===== config.mk =====
export PLATFORM = sky130hd
export DESIGN_NAME = bfiu_core
export DESIGN_NICKNAME = d
export VERILOG_FILES = /design/src/bfiu_pkg.sv /design/src/bfiu_core.sv
export SDC_FILE = /design/constraint.sdc
export NUM_CORES = 1
export LEC_CHECK = 0
export BUFFER_PORTS_ARGS = -buffer_cell sky130_fd_sc_hd__buf_2
export CORE_MARGIN = 3
export CORE_UTILIZATION = 40
export CTS_BUF_LIST = sky130_fd_sc_hd__clkbuf_8 sky130_fd_sc_hd__clkbuf_16
export DETAILED_ROUTE_END_ITERATION = 8
export PLACE_DENSITY = 0.68
export REMOVE_ABC_BUFFERS = 1
export SYNTH_ARGS = -nofsm -noshare
export SYNTH_HDL_FRONTEND = slang
export SYNTH_SLANG_ARGS = --single-unit

===== constraint.sdc =====
create_clock -name clock_in -period 4.05 [get_ports clock_in]
set_clock_uncertainty 0.2 [all_clocks]
set_input_delay 0.81 -clock clock_in [delete_from_list [all_inputs] [get_ports clock_in]]
set_output_delay 0.81 -clock clock_in [all_outputs]
set_load 0.05 [all_outputs]

===== src/bfiu_pkg.sv =====
// Package of constants and types for the bit and flag instruction unit
package bfiu_pkg;

  // ------------------------------------------------------------
  // Widths
  // ------------------------------------------------------------
  localparam int unsigned BFIU_DATA_W = 8;
  localparam int unsigned BFIU_SEL_W  = 3;

  // ------------------------------------------------------------
  // Status register bit positions
  // ------------------------------------------------------------
  localparam int unsigned BFIU_FLAG_C = 0;
  localparam int unsigned BFIU_FLAG_Z = 1;
  localparam int unsigned BFIU_FLAG_N = 2;
  localparam int unsigned BFIU_FLAG_V = 3;
  localparam int unsigned BFIU_FLAG_S = 4;
  localparam int unsigned BFIU_FLAG_H = 5;
  localparam int unsigned BFIU_FLAG_T = 6;
  localparam int unsigned BFIU_FLAG_I = 7;

  // ------------------------------------------------------------
  // Reset values and fixed data
  // ------------------------------------------------------------
  localparam logic [7:0] BFIU_STATUS_RESET = 8'h00;
  localparam logic [7:0] BFIU_BYTE_ZERO    = 8'h00;
  localparam int unsigned BFIU_MSB         = 7;
  localparam int unsigned BFIU_LSB         = 0;
  localparam int unsigned BFIU_NIB_LO_HI   = 3;
  localparam int unsigned BFIU_NIB_HI_LO   = 4;

  // ------------------------------------------------------------
  // Operation codes presented by the decoder
  // ------------------------------------------------------------
  typedef enum logic [4:0] {
    BFIU_OP_NONE          = 5'h00,
    BFIU_OP_PUSH          = 5'h01,
    BFIU_OP_POP           = 5'h02,
    BFIU_OP_IO_BIT_SET    = 5'h03,
    BFIU_OP_IO_BIT_CLEAR  = 5'h04,
    BFIU_OP_LSL           = 5'h05,
    BFIU_OP_LSR           = 5'h06,
    BFIU_OP_ROT_LEFT      = 5'h07,
    BFIU_OP_ROT_RIGHT     = 5'h08,
    BFIU_OP_ASR           = 5'h09,
    BFIU_OP_SWAP          = 5'h0A,
    BFIU_OP_FLAG_SEL_SET  = 5'h0B,
    BFIU_OP_FLAG_SEL_CLR  = 5'h0C,
    BFIU_OP_BIT_TO_T      = 5'h0D,
    BFIU_OP_T_TO_BIT      = 5'h0E,
    BFIU_OP_CARRY_SET     = 5'h0F,
    BFIU_OP_CARRY_CLR     = 5'h10,
    BFIU_OP_NEG_SET       = 5'h11,
    BFIU_OP_NEG_CLR       = 5'h12,
    BFIU_OP_ZERO_SET      = 5'h13,
    BFIU_OP_ZERO_CLR      = 5'h14,
    BFIU_OP_INT_ENABLE    = 5'h15,
    BFIU_OP_INT_DISABLE   = 5'h16,
    BFIU_OP_SIGNED_SET    = 5'h17,
    BFIU_OP_SIGNED_CLR    = 5'h18,
    BFIU_OP_OVF_SET       = 5'h19,
    BFIU_OP_OVF_CLR       = 5'h1A,
    BFIU_OP_T_SET         = 5'h1B
  } bfiu_op_e;

  // ------------------------------------------------------------
  // Sequencer states, one-hot
  // ------------------------------------------------------------
  typedef enum logic [1:0] {
    BFIU_ST_IDLE  = 2'b01,
    BFIU_ST_STACK = 2'b10
  } bfiu_state_e;

endpackage


===== src/bfiu_core.sv =====
// Execution unit for the bit, bit-test, shift, stack and flag instructions
//
// Summary of operation
// - Push writes the source byte to the stack and pop loads the destination from it, each in two cycles with no flag touched.
// - I/O bit set forces the chosen bit of the I/O byte to one and I/O bit clear forces it to zero, flags untouched.
// - Logical shifts move the byte one place left or right filling with zero and update zero, carry, negative and overflow.
// - Rotates through carry feed old carry into the vacated end and move the leaving bit into carry, updating Z, C, N, V.
// - Arithmetic right shift moves bits 7..1 down one place keeping bit 7 and updates Z, C, N, V.
// - Nibble swap exchanges the two halves of the byte and leaves every flag unchanged.
// - Selected flag set writes one and selected flag clear writes zero to the status bit chosen by the operand.
// - Bit store copies a chosen source bit into the transfer flag and bit load copies that flag into a destination bit.
// - Dedicated ops set or clear carry, and others set or clear negative, each touching only its own flag.
// - Dedicated ops set or clear the zero flag and touch no other flag.
// - Interrupt enable sets the interrupt flag and interrupt disable clears it.
// - Dedicated ops set or clear the signed-test flag and touch no other flag.
// - Dedicated ops set or clear the overflow flag and touch no other flag.
// - A dedicated op sets the transfer flag to one.
`timescale 1ns/1ps
`default_nettype none

module bfiu_core
  import bfiu_pkg::*;
(
  input  wire logic                   clock_in,
  input  wire logic                   resetn_in,
  input  wire logic                   op_valid_in,
  input  wire logic [4:0]             op_code_in,
  input  wire logic [BFIU_DATA_W-1:0] reg_data_in,
  input  wire logic [BFIU_SEL_W-1:0]  bit_sel_in,
  input  wire logic [BFIU_DATA_W-1:0] io_data_in,
  input  wire logic [BFIU_DATA_W-1:0] stack_data_in,
  output logic                        op_ready_out,
  output logic                        done_out,
  output logic [BFIU_DATA_W-1:0]      result_out,
  output logic                        result_we_out,
  output logic [BFIU_DATA_W-1:0]      io_data_out,
  output logic                        io_we_out,
  output logic [BFIU_DATA_W-1:0]      stack_wdata_out,
  output logic                        stack_push_out,
  output logic                        stack_pop_out,
  output logic [BFIU_DATA_W-1:0]      status_register_out
);

  // ------------------------------------------------------------
  // State record
  // ------------------------------------------------------------
  typedef struct packed {
    bfiu_state_e          state;
    logic                 is_pop;
    logic [BFIU_DATA_W-1:0] status_register;
    logic [BFIU_DATA_W-1:0] result;
    logic                 result_we;
    logic [BFIU_DATA_W-1:0] io_data;
    logic                 io_we;
    logic [BFIU_DATA_W-1:0] stack_wdata;
    logic                 stack_push;
    logic                 stack_pop;
    logic                 done;
  } bfiu_regs_s;

  bfiu_regs_s regs_q;
  bfiu_regs_s regs_d;

  // ------------------------------------------------------------
  // Helpers
  // ------------------------------------------------------------

  // Write one bit of a byte at a run-time position
  function automatic logic [BFIU_DATA_W-1:0] bfiu_put_bit(
    input logic [BFIU_DATA_W-1:0] value,
    input logic [BFIU_SEL_W-1:0]  pos,
    input logic                   bit_val
  );
    logic [BFIU_DATA_W-1:0] tmp;
    tmp      = value;
    tmp[pos] = bit_val;
    return tmp;
  endfunction

  // Flag update shared by all shifts and rotates
  function automatic logic [BFIU_DATA_W-1:0] bfiu_shift_flags(
    input logic [BFIU_DATA_W-1:0] status,
    input logic [BFIU_DATA_W-1:0] res,
    input logic                   carry
  );
    logic [BFIU_DATA_W-1:0] tmp;
    logic                   neg;
    logic                   ovf;
    tmp              = status;
    neg              = res[BFIU_MSB];
    ovf              = neg ^ carry;
    tmp[BFIU_FLAG_Z] = (res == BFIU_BYTE_ZERO);
    tmp[BFIU_FLAG_C] = carry;
    tmp[BFIU_FLAG_N] = neg;
    tmp[BFIU_FLAG_V] = ovf;
    tmp[BFIU_FLAG_S] = neg ^ ovf;
    return tmp;
  endfunction

  // ------------------------------------------------------------
  // Next-state logic
  // ------------------------------------------------------------

  // Accept a new op only while idle
  logic                   take;
  logic [BFIU_DATA_W-1:0] shifted;
  // Carry before the op, fed in by the rotates
  logic                   carry_old;

  // Build the next record from the current one and the offered op
  always_comb begin
    regs_d            = regs_q;
    // Pulses fall back low every cycle; data and flags hold
    regs_d.result_we  = 1'b0;
    regs_d.io_we      = 1'b0;
    regs_d.stack_push = 1'b0;
    regs_d.stack_pop  = 1'b0;
    regs_d.done       = 1'b0;
    shifted           = BFIU_BYTE_ZERO;
    carry_old         = regs_q.status_register[BFIU_FLAG_C];
    take              = op_valid_in && (regs_q.state == BFIU_ST_IDLE);

    unique case (regs_q.state)
      BFIU_ST_IDLE: begin
        if (take) begin
          regs_d.done = 1'b1;
          // Decode the op; all but push and pop finish in this cycle
          unique case (bfiu_op_e'(op_code_in))
            // Stack ops need a second cycle for the stack to answer, and
            // the unit refuses new ops until it is idle again
            BFIU_OP_PUSH: begin
              regs_d.state       = BFIU_ST_STACK;
              regs_d.is_pop      = 1'b0;
              regs_d.stack_wdata = reg_data_in;
              regs_d.done        = 1'b0;
            end
            // Pop requests the read now and loads the byte next cycle
            BFIU_OP_POP: begin
              regs_d.state     = BFIU_ST_STACK;
              regs_d.is_pop    = 1'b1;
              regs_d.stack_pop = 1'b1;
              regs_d.done      = 1'b0;
            end
            // I/O bit ops rewrite one bit of the fetched I/O byte
            BFIU_OP_IO_BIT_SET: begin
              regs_d.io_data = bfiu_put_bit(io_data_in, bit_sel_in, 1'b1);
              regs_d.io_we   = 1'b1;
            end
            // Clear variant writes zero at the same position
            BFIU_OP_IO_BIT_CLEAR: begin
              regs_d.io_data = bfiu_put_bit(io_data_in, bit_sel_in, 1'b0);
              regs_d.io_we   = 1'b1;
            end
            // Left shift fills bit 0 with zero; the top bit leaves into carry
            BFIU_OP_LSL: begin
              shifted = {reg_data_in[BFIU_MSB-1:BFIU_LSB], 1'b0};
              regs_d.result          = shifted;
              regs_d.result_we       = 1'b1;
              regs_d.status_register = bfiu_shift_flags(regs_q.status_register, shifted,
                                                        reg_data_in[BFIU_MSB]);
            end
            // Right shift fills the top bit with zero; bit 0 leaves into carry
            BFIU_OP_LSR: begin
              shifted = {1'b0, reg_data_in[BFIU_MSB:BFIU_LSB+1]};
              regs_d.result          = shifted;
              regs_d.result_we       = 1'b1;
              regs_d.status_register = bfiu_shift_flags(regs_q.status_register, shifted,
                                                        reg_data_in[BFIU_LSB]);
            end
            // Rotate left brings the old carry in at bit 0
            BFIU_OP_ROT_LEFT: begin
              shifted = {reg_data_in[BFIU_MSB-1:BFIU_LSB], carry_old};
              regs_d.result          = shifted;
              regs_d.result_we       = 1'b1;
              regs_d.status_register = bfiu_shift_flags(regs_q.status_register, shifted,
                                                        reg_data_in[BFIU_MSB]);
            end
            // Rotate right brings the old carry in at the top bit
            BFIU_OP_ROT_RIGHT: begin
              shifted = {carry_old, reg_data_in[BFIU_MSB:BFIU_LSB+1]};
              regs_d.result          = shifted;
              regs_d.result_we       = 1'b1;
              regs_d.status_register = bfiu_shift_flags(regs_q.status_register, shifted,
                                                        reg_data_in[BFIU_LSB]);
            end
            // Arithmetic right shift keeps the sign bit in place
            BFIU_OP_ASR: begin
              shifted = {reg_data_in[BFIU_MSB], reg_data_in[BFIU_MSB:BFIU_LSB+1]};
              regs_d.result          = shifted;
              regs_d.result_we       = 1'b1;
              regs_d.status_register = bfiu_shift_flags(regs_q.status_register, shifted,
                                                        reg_data_in[BFIU_LSB]);
            end
            // Nibble swap writes the result only; flags hold
            BFIU_OP_SWAP: begin
              regs_d.result    = {reg_data_in[BFIU_NIB_LO_HI:BFIU_LSB],
                                  reg_data_in[BFIU_MSB:BFIU_NIB_HI_LO]};
              regs_d.result_we = 1'b1;
            end
            // Operand-selected status bit forced to one
            BFIU_OP_FLAG_SEL_SET: begin
              regs_d.status_register = bfiu_put_bit(regs_q.status_register,
                                                    bit_sel_in, 1'b1);
            end
            // Operand-selected status bit forced to zero
            BFIU_OP_FLAG_SEL_CLR: begin
              regs_d.status_register = bfiu_put_bit(regs_q.status_register,
                                                    bit_sel_in, 1'b0);
            end
            // Transfer flag takes the chosen source bit
            BFIU_OP_BIT_TO_T: begin
              regs_d.status_register[BFIU_FLAG_T] = reg_data_in[bit_sel_in];
            end
            // Chosen destination bit takes the transfer flag
            BFIU_OP_T_TO_BIT: begin
              regs_d.result    = bfiu_put_bit(reg_data_in, bit_sel_in,
                                              regs_q.status_register[BFIU_FLAG_T]);
              regs_d.result_we = 1'b1;
            end
            // Dedicated flag ops each touch their own bit only
            BFIU_OP_CARRY_SET:   regs_d.status_register[BFIU_FLAG_C] = 1'b1;
            BFIU_OP_CARRY_CLR:   regs_d.status_register[BFIU_FLAG_C] = 1'b0;
            BFIU_OP_NEG_SET:     regs_d.status_register[BFIU_FLAG_N] = 1'b1;
            BFIU_OP_NEG_CLR:     regs_d.status_register[BFIU_FLAG_N] = 1'b0;
            BFIU_OP_ZERO_SET:    regs_d.status_register[BFIU_FLAG_Z] = 1'b1;
            BFIU_OP_ZERO_CLR:    regs_d.status_register[BFIU_FLAG_Z] = 1'b0;
            BFIU_OP_INT_ENABLE:  regs_d.status_register[BFIU_FLAG_I] = 1'b1;
            BFIU_OP_INT_DISABLE: regs_d.status_register[BFIU_FLAG_I] = 1'b0;
            BFIU_OP_SIGNED_SET:  regs_d.status_register[BFIU_FLAG_S] = 1'b1;
            BFIU_OP_SIGNED_CLR:  regs_d.status_register[BFIU_FLAG_S] = 1'b0;
            BFIU_OP_OVF_SET:     regs_d.status_register[BFIU_FLAG_V] = 1'b1;
            BFIU_OP_OVF_CLR:     regs_d.status_register[BFIU_FLAG_V] = 1'b0;
            BFIU_OP_T_SET:       regs_d.status_register[BFIU_FLAG_T] = 1'b1;
            default: begin
              // Unknown or empty code: acknowledged, nothing changes
              regs_d.done = 1'b1;
            end
          endcase
        end
      end
      BFIU_ST_STACK: begin
        // Second cycle of push or pop; flags left alone
        regs_d.state = BFIU_ST_IDLE;
        regs_d.done  = 1'b1;
        // Pop loads the byte the stack shows now; push raises its strobe
        if (regs_q.is_pop) begin
          regs_d.result    = stack_data_in;
          regs_d.result_we = 1'b1;
        end else begin
          regs_d.stack_push = 1'b1;
        end
      end
      default: begin
        // Illegal one-hot code recovers to idle
        regs_d.state = BFIU_ST_IDLE;
      end
    endcase
  end

  // ------------------------------------------------------------
  // State register
  // ------------------------------------------------------------

  // Register the whole state record
  always_ff @(posedge clock_in or negedge resetn_in) begin
    if (!resetn_in) begin
      // Idle, flags cleared, every pulse low
      regs_q.state           <= BFIU_ST_IDLE;
      regs_q.is_pop          <= 1'b0;
      regs_q.status_register <= BFIU_STATUS_RESET;
      regs_q.result          <= BFIU_BYTE_ZERO;
      regs_q.result_we       <= 1'b0;
      regs_q.io_data         <= BFIU_BYTE_ZERO;
      regs_q.io_we           <= 1'b0;
      regs_q.stack_wdata     <= BFIU_BYTE_ZERO;
      regs_q.stack_push      <= 1'b0;
      regs_q.stack_pop       <= 1'b0;
      regs_q.done            <= 1'b0;
    end else begin
      regs_q <= regs_d;
    end
  end

  // ------------------------------------------------------------
  // Outputs
  // ------------------------------------------------------------

  // Handshake is combinational, data comes from flip-flops
  assign op_ready_out        = (regs_q.state == BFIU_ST_IDLE);
  assign done_out            = regs_q.done;
  assign result_out          = regs_q.result;
  assign result_we_out       = regs_q.result_we;
  assign io_data_out         = regs_q.io_data;
  assign io_we_out           = regs_q.io_we;
  assign stack_wdata_out     = regs_q.stack_wdata;
  assign stack_push_out      = regs_q.stack_push;
  assign stack_pop_out       = regs_q.stack_pop;
  assign status_register_out = regs_q.status_register;

endmodule

`default_nettype wire


==> impl_metrics.ini <==
[outcome]
outcome = completed

[synthesis]
ys_top_cells_by_area = dfrtp_1 30%, buf_4 7.9%, mux2i_1 5.0%
ys_seq_elements = 40
yosysSeqAreaShare_pct = 31.1
synthCells = 357
synth_top_area_cell = dfrtp_1
synth-edff-count = 0
synthFlopType = dfrtp_1
avgSynthCellArea_um2 = 9.04
netlist_area_um2 = 3230
synth_common_cells = 39 x dfrtp_1, 34 x buf_4, 30 x nand2_1
ys_async_sr_fraction_pct = 100
yosys_warnings = 0
synthDistinctLibCells = 69
synth.most_common_cell = dfrtp_1
synth_top_cell_area_share_pct = 30.3

[sta]
setup_viol = 0
final-hold-violation-count = 0
fin_crit_sh_pct = 68.6
slew_headroom_pct = 37.9
clock.fmax_mhz = 360
finalWorstPathRequiredPeriod_ns = 2.78
postLayoutSetupSlackWorst_ns = 1.27
slew_violations = 0
setup_tns_ns = 0
worst_pin_slew_ns = 0.932
rsz0062_at_grt = no
timing.hold.ws_ns = 0.290

[detailed_routing]
dr.pass1.iters = 7
route.detailed.drc = 0
routedWlPerCell_um = 18.1
wirelength_um = 8790
vias_per_cell = 5.85
route.vias.total = 2842
detail-route-antenna-nets = 0
drt_iter0_markers = 306

[placed_design]
dpl-instance-area_um2 = 3360
io_buffers = 72
dp_hpwl_um = 6290
preCtsSetupSlack_ns = 1.11
place_congestion = 0.919
dpl.cell_count = 478

[setup_path]
crit_fanout = 12
crit_chain = ha_1 -> nand2_1 -> nor2_1 -> nand4b_1 -> mux2_2
crit_arrival_ns = 2.76
cp_slowest_stage_delay_ns = 0.54
critPathRequiredTime_ns = 4.04
crit_family = simple AND/OR/NAND/NOR gates
worst-path-buf-inv = 0
crit_type = register to register
cp_slowest_cell = dfstp_2
cp-start-kind = register
end_kind = register

[cells_and_area]
area_growth_pct = 6.83
final_layout_size_suffix_gt1_share_pct = 29.4
finalInstanceArea_um2 = 3450
antennaDiodeCount = 0
layout.nets = 421
fin_cells = 486

[clock_network]
clock_latency_ns = 0.30
post_cts.repair.setup_buffers = 0
holdBufCountCts = 0
clkTransAtPathRegs_ns = 0.08
cts_tree = built
cts.sinks = 40
clk_path_buf_depth = 2
cts-root-buf = clkbuf_8
htree_levels = 2
ctsResizeCount = 0
cts_buffers = 5

[global_routing]
grt_pass1_vias = 2675
track_usage_pct = 19.6
grt_max_degree = 41
grt_pass1_wl_um = 14200
antenna_found_initial = 0
grt_overflow_total = 0

[floorplanning]
dieHeight_um = 95.8
start_util_pct = 41.5
std_cell_rows = 32
die_area_um2 = 9180
core-area_um2 = 7770
ioPinCount = 73
die_w_um = 95.8

[flow_run]
drv_cap = 0

[hold_path]
worstHoldPathType = register to register

[power]
pwr_density_cell_nw_per_um2 = 527
ir_drop_uv = 338
p_leak_nw = 1.56
[worst reg2reg max path, stage by stage, from the launching register on]
cell      delay [ns]
dfstp_2         0.54
ha_1            0.39
nand2_1         0.37
nor2_1          0.25
nand4b_1        0.47
mux2_2          0.45
[sequential cells by signal, indices dropped and copies added (netlist names), named ones only]
name / flops
result_out: 8
result_we_out: 1
status_register_out: 7
stack_pop_out: 1
stack_wdata_out: 8
io_we_out: 1
regs_q: 3
stack_push_out: 1
io_data_out: 8
done_out: 1
[metal layers]
metal	wire, um	track usage, %	up-vias
li1	-	-	1345
met1	4070	28.6	1366
met2	3920	29.8	113
met3	629	3.44	18
met4	160	5.21	0
met5	0	0	-
[final cells by class]
cell class	count	area, um^2
fillers	781	4320
multi-input cells	252	1810
flip-flops and latches	40	1000
repair buffers	75	383
well taps	102	128
clock buffers	6	82.6
inverters	9	33.8
clock inverters	2	7.51
[per-stage QoR]
step	total power, mW	util (%)
floorplan	1.28	-
global placement	1.53	43.2
detailed placement	1.54	43.2
CTS	1.83	44.4
global route	1.93	44.4
finish	1.82	44.4
[worst paths after layout]
check	from	end	slack (ns)	cells past startpoint
max	regs_q[38]	stack_wdata_out[7]	1.27	5
max reg2reg	regs_q[38]	stack_wdata_out[7]	1.27	5
min in group asynchronous	resetn_in	status_register_out[0]	0.45	1
max in group asynchronous	resetn_in	stack_wdata_out[7]	2.63	1
min	io_data_out[0]	io_data_out[0]	0.29	2
min reg2reg	io_data_out[0]	io_data_out[0]	0.29	2
[cell families (layout without fill, tap and decap cells)]
group                      after synthesis  after routing  synth area share (%)
and+or+nand+nor                        117            117                  21.3
AOI/OAI and AO/OA                       95             95                  21.3
buffers and inverters                   65             92                  12.8
DFF                                     40             40                  31.1
muxes                                   33             33                  11.2
xor gates and xnor gates                 4              4                  1.09
adders and majority gates                3              3                  1.16
[cells in the final DEF, fill, tap and decap left out, types with 4 or more instances in the layout]
master	Yosys	routed
nand3_1	6	6
a221o_1	8	8
clkbuf_8	0	6
buf_2	10	72
nand4_1	4	4
a21oi_1	13	13
o21ai_0	24	24
and3_1	4	4
dfrtp_1	39	39
nand2b_1	7	7
nand2_1	30	30
nor3b_1	4	4
mux2i_1	16	16
nor2_1	18	18
nor2b_1	10	10
a222oi_1	6	6
a31oi_1	5	5
mux2_2	14	14
nor3_1	7	7
inv_1	8	10
o21a_1	4	4
[where the power goes]
group          total [mW]  leakage (nW)  internal, mW  switching [mW]
clock               0.277        0.0538         0.134           0.143
sequential          0.608         0.516         0.522          0.0857
combinational       0.930         0.994         0.249           0.682
total                1.82          1.56         0.905           0.911
No activity file was read; power rests on OpenSTA's default activity.
